$ cat config.mk
export PLATFORM = sky130hd
export DESIGN_NAME = resi_top
export DESIGN_NICKNAME = d
export VERILOG_FILES = /design/src/rtl/resi_pkg.sv /design/src/rtl/resi_flags.sv /design/src/rtl/resi_top.sv
export VERILOG_INCLUDE_DIRS = /design/src /design/src/rtl
export SDC_FILE = /design/constraint.sdc
export NUM_CORES = 1
export LEC_CHECK = 0
export BUFFER_PORTS_ARGS = -buffer_cell sky130_fd_sc_hd__buf_2
export CAP_MARGIN = 20
export CORE_ASPECT_RATIO = 0.6
export CORE_MARGIN = 2
export CORE_UTILIZATION = 47
export CTS_BUF_LIST = sky130_fd_sc_hd__clkbuf_4
export CTS_CLUSTER_DIAMETER = 200
export DETAILED_ROUTE_END_ITERATION = 8
export PLACE_DENSITY = 0.74
export SYNTH_ARGS = -nofsm -noshare
export SYNTH_HDL_FRONTEND = slang
export SYNTH_SLANG_ARGS = --single-unit
$ cat constraint.sdc
create_clock -name i_sys_clk -period 2.8 [get_ports i_sys_clk]
set_clock_uncertainty 0.05 [all_clocks]
set_input_delay 0 -clock i_sys_clk [delete_from_list [all_inputs] [get_ports i_sys_clk]]
set_output_delay 0 -clock i_sys_clk [all_outputs]
set_load 0.05 [all_outputs]
$ cat src/rtl/resi_cfg.svh
/*
 * Constants for the receiver event status and interrupt block: register
 * indices and byte addresses, field positions, reset values and timing.
 * Assumes a 100 MHz system clock and a 32-bit APB register port.
 */
// Notes on behaviour
// - sync flag bit 7 sets on sync word, clears when packet reception ends.
// - preamble-valid bit 6 sets on preamble, clears on sync or sync timeout.
// - preamble-invalid bit 5 sets on missing preamble and clears itself.
// - signal-strength bit 4 follows the above-threshold level.
// - wake-timer bit 3 sets when the wake-up timer expires.
// - low-battery bit 2 latches while disabled, interrupts once enabled.
// - chip-ready bit 1 rises after crystal settling, holds until idle.
// - power-on bit 0 sets on a detected power-on reset.
// - interrupt pin goes low when an enabled flag rises.
// - reading status releases the pin and clears enabled flags.
// - disabled flags are plain status, untouched by reads.
// - status contents after reset are not to be relied on.
// - each flag has an enable bit; one lets it drive the pin.
`ifndef RESI_CFG_SVH
`define RESI_CFG_SVH

// ==========================================================
// register indices and byte addresses (address = index * 4)
`define RESI_IDX_STATUS   8'h04
`define RESI_IDX_ENABLE   8'h06
`define RESI_ADDR_STATUS  {2'b00, `RESI_IDX_STATUS, 2'b00}
`define RESI_ADDR_ENABLE  {2'b00, `RESI_IDX_ENABLE, 2'b00}
`define RESI_ADDR_CTRL    12'h020
`define RESI_ADDR_PEND    12'h024
`define RESI_ADDR_IMASK   12'h028

// ==========================================================
// field positions
`define RESI_BIT_SWDET    7
`define RESI_BIT_PREVAL   6
`define RESI_BIT_PREINV   5
`define RESI_BIT_RSSI     4
`define RESI_BIT_WUT      3
`define RESI_BIT_LBD      2
`define RESI_BIT_CHIPRDY  1
`define RESI_BIT_POR      0
`define RESI_CTRL_XTAL    0
`define RESI_CTRL_RX      1

// ==========================================================
// reset values
`define RESI_RST_FLAGS    8'h00
`define RESI_RST_ENABLE   8'h00
`define RESI_RST_CTRL     2'h0
`define RESI_RST_IMASK    8'h00

// ==========================================================
// timing
`define RESI_CLK_NS       10
`define RESI_SETTLE_NS    1000
`define RESI_SETTLE_CYC   ((`RESI_SETTLE_NS + `RESI_CLK_NS - 1) / `RESI_CLK_NS)

`endif

$ cat src/rtl/resi_pkg.sv
/*
 * Types shared by the receiver event status block: bus request,
 * receiver event bundle and settling state machine states.
 * Assumes the constants header is included by the modules.
 */
package resi_pkg;

	// ==========================================================
	// apb request from the master
	typedef struct packed {
		logic        psel;
		logic        penable;
		logic        pwrite;
		logic [11:0] paddr;
		logic [31:0] pwdata;
	} resi_apb_req_t;

	// ==========================================================
	// receiver event bundle, pulses except rssi_above
	typedef struct packed {
		logic sync_found;
		logic pkt_done;
		logic preamble_det;
		logic sync_timeout;
		logic preamble_invalid;
		logic rssi_above;
		logic wut_expired;
		logic low_batt;
		logic por_det;
	} resi_rx_evt_t;

	typedef enum logic [1:0] {
		S_IDLE,
		S_SETTLE,
		S_READY
	} resi_settle_t;

endpackage

$ cat src/rtl/resi_flags.sv
/*
 * Event flag bank: one flag per bit, set by hardware, cleared by hardware
 * while disabled or by a clearing read while enabled.
 * Assumes set, clear and read-clear vectors are synchronous to i_sys_clk.
 */
`timescale 1ns/1ps
`default_nettype none
`include "resi_cfg.svh"
module resi_flags #(
	parameter int W = 8
) (
	input  wire logic         i_sys_clk,
	input  wire logic         i_rst,
	input  wire logic [W-1:0] i_set,
	input  wire logic [W-1:0] i_clr,
	input  wire logic [W-1:0] i_en,
	input  wire logic [W-1:0] i_rdclr,
	output logic      [W-1:0] o_flags,
	output logic      [W-1:0] o_rise
);
	import resi_pkg::*;

	logic [W-1:0] next_flags;

	// ==========================================================
	// per-bit next value; set always wins so no event is lost
	for (genvar g = 0; g < W; g++) begin : g_bit
		always_comb begin
			if (i_set[g]) begin
				next_flags[g] = 1'b1;
			end else if (i_en[g]) begin
				next_flags[g] = o_flags[g] & ~i_rdclr[g];
			end else begin
				next_flags[g] = o_flags[g] & ~i_clr[g];
			end
		end
	end

	// rising edges feed the pin and the pending register
	assign o_rise = next_flags & ~o_flags;

	// reset loads RESI_RST_FLAGS (all zero), but software must not trust it
	always_ff @(posedge i_sys_clk) begin
		if (i_rst) begin
			o_flags <= W'(`RESI_RST_FLAGS);
		end else begin
			o_flags <= next_flags;
		end
	end
endmodule
`default_nettype wire

$ cat src/rtl/resi_top.sv
/*
 * Receiver event status register with its enable register, active-low
 * interrupt pin, crystal settling sequencer and a sticky pending/mask pair
 * driving a level interrupt. Registers sit on an APB slave port.
 * Assumes receiver events arrive synchronous to i_sys_clk.
 */
// Local design decisions: the address map and register access over APB.
`timescale 1ns/1ps
`default_nettype none
`include "resi_cfg.svh"
module resi_top #(
	parameter int unsigned SETTLE_CYC = `RESI_SETTLE_CYC
) (
	input  wire logic                    i_sys_clk,
	input  wire logic                    i_rst,
	input  wire resi_pkg::resi_apb_req_t i_apb,
	input  wire resi_pkg::resi_rx_evt_t  i_evt,
	output logic [31:0]                  o_prdata,
	output logic                         o_pready,
	output logic                         o_pslverr,
	output logic                         o_irq_out_n,
	output logic                         o_irq
);
	import resi_pkg::*;

	// ==========================================================
	// address decode for pslverr, which also gates the write strobes
	function automatic logic is_mapped(input logic [11:0] a);
		return (a == `RESI_ADDR_STATUS) || (a == `RESI_ADDR_ENABLE) ||
			(a == `RESI_ADDR_CTRL) || (a == `RESI_ADDR_PEND) ||
			(a == `RESI_ADDR_IMASK);
	endfunction

	logic        setup;
	logic        done;
	logic        wr_done;
	logic        rd_status_done;
	logic        wr_enable;
	logic        wr_ctrl;
	logic        wr_pend;
	logic        wr_imask;

	logic [7:0]  flags;
	logic [7:0]  rise;
	logic [7:0]  set_v;
	logic [7:0]  clr_v;
	logic [7:0]  rdclr;

	logic [7:0]  enable;
	logic [7:0]  next_enable;
	logic [1:0]  ctrl;
	logic [1:0]  next_ctrl;
	logic [7:0]  pend;
	logic [7:0]  next_pend;
	logic [7:0]  imask;
	logic [7:0]  next_imask;
	logic [31:0] next_prdata;
	logic        next_pready;
	logic        next_pslverr;

	logic        next_irq_out_n;
	logic        next_irq;
	logic        lbd_arm;
	logic [7:0]  hit;

	resi_settle_t state;
	resi_settle_t next_state;
	logic [15:0]  settle_cnt;
	logic [15:0]  next_settle_cnt;
	logic         both_on;
	logic         rdy_pulse;

	// ==========================================================
	// bus phases; pready is high only in the access cycle
	assign setup   = i_apb.psel & ~i_apb.penable;
	assign done    = i_apb.psel & i_apb.penable & o_pready;
	assign wr_done = done & i_apb.pwrite & ~o_pslverr;
	assign rd_status_done = done & ~i_apb.pwrite &
		(i_apb.paddr == `RESI_ADDR_STATUS);
	assign wr_enable = wr_done & (i_apb.paddr == `RESI_ADDR_ENABLE);
	assign wr_ctrl   = wr_done & (i_apb.paddr == `RESI_ADDR_CTRL);
	assign wr_pend   = wr_done & (i_apb.paddr == `RESI_ADDR_PEND);
	assign wr_imask  = wr_done & (i_apb.paddr == `RESI_ADDR_IMASK);

	// read data is latched in setup; only the bits actually returned
	// are cleared, so an event arriving meanwhile stays visible
	assign rdclr = rd_status_done ? (o_prdata[7:0] & enable) : 8'h00;

	// ==========================================================
	// register next values and read mux
	always_comb begin
		next_enable  = wr_enable ? i_apb.pwdata[7:0] : enable;
		next_ctrl    = wr_ctrl ? i_apb.pwdata[1:0] : ctrl;
		next_imask   = wr_imask ? i_apb.pwdata[7:0] : imask;
		next_pend    = (pend & ~(wr_pend ? i_apb.pwdata[7:0] : 8'h00)) | rise;
		next_prdata  = 32'h0000_0000;
		next_pready  = 1'b0;
		next_pslverr = 1'b0;
		if (setup) begin
			next_pready  = 1'b1;
			next_pslverr = ~is_mapped(i_apb.paddr);
			if (!i_apb.pwrite) begin
				unique case (i_apb.paddr)
					`RESI_ADDR_STATUS: next_prdata = {24'h00_0000, flags};
					`RESI_ADDR_ENABLE: next_prdata = {24'h00_0000, enable};
					`RESI_ADDR_CTRL:   next_prdata = {26'h000_0000,
						(state == S_READY), (state == S_SETTLE), 2'h0, ctrl};
					`RESI_ADDR_PEND:   next_prdata = {24'h00_0000, pend};
					`RESI_ADDR_IMASK:  next_prdata = {24'h00_0000, imask};
					default:           next_prdata = 32'h0000_0000;
				endcase
			end
		end
	end

	always_ff @(posedge i_sys_clk) begin
		if (i_rst) begin
			enable    <= `RESI_RST_ENABLE;
			ctrl      <= `RESI_RST_CTRL;
			imask     <= `RESI_RST_IMASK;
			pend      <= 8'h00;
			o_prdata  <= 32'h0000_0000;
			o_pready  <= 1'b0;
			o_pslverr <= 1'b0;
		end else begin
			enable    <= next_enable;
			ctrl      <= next_ctrl;
			imask     <= next_imask;
			pend      <= next_pend;
			o_prdata  <= next_prdata;
			o_pready  <= next_pready;
			o_pslverr <= next_pslverr;
		end
	end

	// ==========================================================
	// crystal settling: ready only after both supplies are on long enough
	assign both_on = ctrl[`RESI_CTRL_XTAL] & ctrl[`RESI_CTRL_RX];

	always_comb begin
		next_state      = state;
		next_settle_cnt = settle_cnt;
		rdy_pulse       = 1'b0;
		unique case (state)
			S_IDLE: begin
				next_settle_cnt = 16'h0000;
				if (both_on) begin
					next_state = S_SETTLE;
				end
			end
			S_SETTLE: begin
				if (!both_on) begin
					next_state = S_IDLE;
				end else if (settle_cnt == 16'(SETTLE_CYC - 1)) begin
					next_state = S_READY;
					rdy_pulse  = 1'b1;
				end else begin
					next_settle_cnt = settle_cnt + 16'h0001;
				end
			end
			S_READY: begin
				if (!both_on) begin
					next_state = S_IDLE;
				end
			end
			default: next_state = S_IDLE;
		endcase
	end

	always_ff @(posedge i_sys_clk) begin
		if (i_rst) begin
			state      <= S_IDLE;
			settle_cnt <= 16'h0000;
		end else begin
			state      <= next_state;
			settle_cnt <= next_settle_cnt;
		end
	end

	// ==========================================================
	// per-flag set and hardware clear conditions
	always_comb begin
		set_v = 8'h00;
		clr_v = 8'h00;
		set_v[`RESI_BIT_SWDET]   = i_evt.sync_found;
		clr_v[`RESI_BIT_SWDET]   = i_evt.pkt_done;
		set_v[`RESI_BIT_PREVAL]  = i_evt.preamble_det;
		clr_v[`RESI_BIT_PREVAL]  = i_evt.sync_found | i_evt.sync_timeout;
		// self-clearing: a plain status copy lasts one cycle only
		set_v[`RESI_BIT_PREINV]  = i_evt.preamble_invalid;
		clr_v[`RESI_BIT_PREINV]  = 1'b1;
		set_v[`RESI_BIT_RSSI]    = i_evt.rssi_above;
		clr_v[`RESI_BIT_RSSI]    = ~i_evt.rssi_above;
		set_v[`RESI_BIT_WUT]     = i_evt.wut_expired;
		clr_v[`RESI_BIT_WUT]     = 1'b1;
		// low battery stays latched until an enabled read clears it
		set_v[`RESI_BIT_LBD]     = i_evt.low_batt;
		set_v[`RESI_BIT_CHIPRDY] = rdy_pulse;
		clr_v[`RESI_BIT_CHIPRDY] = (state == S_IDLE);
		set_v[`RESI_BIT_POR]     = i_evt.por_det;
	end

	resi_flags #(
		.W (8)
	) u_flags (
		.i_sys_clk (i_sys_clk),
		.i_rst     (i_rst),
		.i_set     (set_v),
		.i_clr     (clr_v),
		.i_en      (enable),
		.i_rdclr   (rdclr),
		.o_flags   (flags),
		.o_rise    (rise)
	);

	// ==========================================================
	// interrupt pin; a rise in the clearing cycle keeps it low
	assign lbd_arm = wr_enable & i_apb.pwdata[`RESI_BIT_LBD] &
		~enable[`RESI_BIT_LBD] & flags[`RESI_BIT_LBD];

	// an enabled event on the clearing edge shows no rise when its flag is
	// already set, so it is caught here or the host would never see it
	assign hit = (rise & enable) | (set_v & rdclr);

	always_comb begin
		if ((hit != 8'h00) || lbd_arm) begin
			next_irq_out_n = 1'b0;
		end else if (rd_status_done) begin
			next_irq_out_n = 1'b1;
		end else begin
			next_irq_out_n = o_irq_out_n;
		end
		next_irq = (next_pend & next_imask) != 8'h00;
	end

	always_ff @(posedge i_sys_clk) begin
		if (i_rst) begin
			o_irq_out_n <= 1'b1;
			o_irq       <= 1'b0;
		end else begin
			o_irq_out_n <= next_irq_out_n;
			o_irq       <= next_irq;
		end
	end

	// settling cycles counted apart from the sequencer's own counter
	logic [15:0] settle_seen;
	logic [15:0] next_settle_seen;
	assign next_settle_seen = (state == S_SETTLE) ? (settle_seen + 16'h0001) : 16'h0000;
	always_ff @(posedge i_sys_clk) begin
		if (i_rst) begin
			settle_seen <= 16'h0000;
		end else begin
			settle_seen <= next_settle_seen;
		end
	end
endmodule
`default_nettype wire

==> flow_summary.toml <==
[layout]
syn_to_final_growth_pct = 21.6
fillCellCount = 557
drive_above_1_share = 0.188
nets = 505
postLayoutCellArea_mm2 = 0.00380
antenna_cells = 0

[hold_path]
min_from = "i_apb[37]"
hp-class = "in -> reg"

[timing]
hold_slack_ns = 0.113
period_share = 0.826
timing.fmax_ghz = 0.432
setup-tns-final_ns = 0
finalCriticalPeriod_ns = 2.31
finalSetupViolCount = 0
worstMarginPinSlew_ns = 0.830
hold_viol_final = 0
slew_viol_final = 0
slew_headroom = 0.443
rsz0062_at_grt = "false"

[logic_synthesis]
yosys-top-cells-area = "dfxtp_1 41%, buf_4 5.8%, nor2_1 5.4%"
postSynthCellCount = 370
yosysSeqAreaShare = 0.410
syn_area_mm2 = 0.00313
synth_largest_area_cell = "dfxtp_1"
synth.distinct_cells = 53
synth-edff-count = 0
synth_flop_cell = "dfxtp_1"
synth_top_cell_area_share = 0.410
async_flop_share = 0
yosysWarnings = 0
ys_seq_elements = 64
postSynthAreaPerCell_um2 = 8.45

[global_route]
grt_overflow_total = 0
antenna_found_initial = 0
grt_max_degree = 38
grt_pass1_wl_um = 12900
track_usage = 0.234
grt_pass1_vias = 2511

[status]
status = "complete, no violations"

[die]
core_area_mm2 = 0.00628
die_area_mm2 = 0.00735
die_w_um = 109
die_h_um = 67.2
ios = 94
start_util = 0.498
placementRows = 22

[detailed_routing]
drtIter0Drc = 451
vias_per_cell = 5.52
routed_wl_um = 8280
ant_nets = 0
wl_per_cell_um = 15.5
drc_errors = 0
num_vias = 2952
firstDrtPassIters = 5

[critical_path]
critPathCaptureType = "register"
cp_max_fo = 9
startpoint = "i_apb[41]"
critical_path_required_ns = 3.05
crit_type = "in -> reg"
crit_path_start_kind = "input pin"
rr_startpoint = "settle_cnt[0]"
cp_data_arrival_time_ns = 2.56

[clock_tree]
htree_levels = 3
cts_root_buf = "clkbuf_4"
cts_tree = "yes"
clk_pin_slew_ns = 0.11
cts.sinks = 64
cts_buffer_depth = 2
clock_latency_ns = 0.43
numCtsBuffers = 9
cts_resized = 0

[power_and_ir_drop]
pwr-share-seq = 0.485
p_leak_uw = 0.00147
p_sw_frac = 0.258
p_sw_uw = 498
p_comb_frac = 0.097
peakVddDrop_mv = 0.321
p_int_uw = 1430
p_per_area_mw_per_mm2 = 508
pwr-share-clk = 0.418

[placement]
io_buffers = 45
gp_congestion = 0.853
place_area_mm2 = 0.00341
dp_hpwl_um = 5990

[job]
cap_violations = 0
per-stage QoR:
stage                     setup slack, ns  std cells  total power, uW   util
after global routing                0.424        535             2000  0.606
after CTS                           0.543        535             1940  0.606
final                               0.487        535             1930  0.606
after detailed placement            0.522        498             1120  0.543
after floorplan                     0.413        393             1090      -
after global placement              0.526        498             1110  0.543
metal layers:
metal  global-route usage  vias up  routed length [um]
li1                     -     1445                   -
met1                0.357     1356                4010
met2                0.319      142                3250
met3               0.0618        9                 939
met4               0.0696        0                  79
met5                    0        -                   0
logic make-up (layout without fill, tap and decap cells):
family	Yosys count	after routing	share of synthesized area
buf+inv	46	104	0.0868
flops	64	64	0.410
other cells	1	24	0.00120
mux	11	11	0.0356
xor+xnor	8	8	0.0224
simple gates	159	159	0.273
compound gates	80	80	0.168
fa+ha+maj	1	1	0.00400
path summary, 6_finish.rpt:
kind / slack, ns / cells past startpoint / endpoint
setup / recovery: 0.49 / 9 / u_flags.o_flags[7]
hold / removal: 0.11 / 4 / o_pslverr
setup reg to reg: 0.62 / 6 / settle_cnt[6]
hold reg to reg: 0.43 / 2 / o_prdata[7]
worst max-delay path, cell delays in order:
cell and delay, ns:
buf_2 0.10, or4_4 0.58, or3_1 0.51, nor4b_4 0.28, buf_4 0.24, a31oi_1 0.11, a21oi_1 0.15, dlygate4sd3_1 0.55
nor2_1 0.04
synth_stat cells (all sizes together), types with 2 or more instances:
| cell type | count |
|---|---|
| nor4 | 5 |
| nor2b | 11 |
| a22oi | 5 |
| o21ai | 7 |
| and3 | 3 |
| nor3 | 11 |
| inv | 10 |
| nand3 | 28 |
| nand2b | 3 |
| a222oi | 8 |
| dfxtp | 64 |
| a21o | 2 |
| mux2i | 10 |
| or4 | 3 |
| xor2 | 4 |
| nor4b | 2 |
| nand4 | 5 |
| nand3b | 2 |
| a31oi | 11 |
| nand2 | 30 |
| nor3b | 3 |
| a21oi | 33 |
| clkbuf | 10 |
| xnor2 | 4 |
| buf | 26 |
| or3 | 5 |
| o22ai | 4 |
| nor2 | 45 |
power groups by stage:
stage               clock network [uW]  registers, uW  logic (uW)
floorplan                            0            957         138
global placement                     0            956         159
detailed placement                   0            957         161
CTS                                822            936         184
global route                       863            938         199
finish                             807            937         187
what timing repair did:
item / CTS / global route
setup buffers: 0 / 0
endpoints found under the hold margin: 38 / 0
hold buffers: 21 / 0
state kept, by name, indices dropped and copies added (netlist names):
register and flops:
o_irq 1, state 2, pend 8, imask 8, enable 8, o_irq_out_n 1, settle_cnt 16, o_pready 1
u_flags.o_flags 8, ctrl 2, o_prdata 8, o_pslverr 1
layout by cell type, fill, tap and decap left out, types with 9 or more instances in the layout:
cell and instances:
nor2_1 45, conb_1 24, a21oi_1 33, nor3_1 9
inv_1 10, a31oi_1 11, clkbuf_4 9, nand3_1 28
nor2b_1 11, nand2_1 28, dlygate4sd3_1 21, dfxtp_1 64
mux2i_1 10, buf_2 45, buf_4 12
cell type report:
cell class,count,area (um^2),share of cell area
inverter,10,37.5,0.00987
tap,84,105,0.0276
multi-input combinational,283,1670,0.438
sequential,64,1280,0.337
clock buffer,9,67.6,0.0178
timing repair buffer,78,526,0.138
clock inverter,7,119,0.0313
Power figures use the tool's default switching activity.
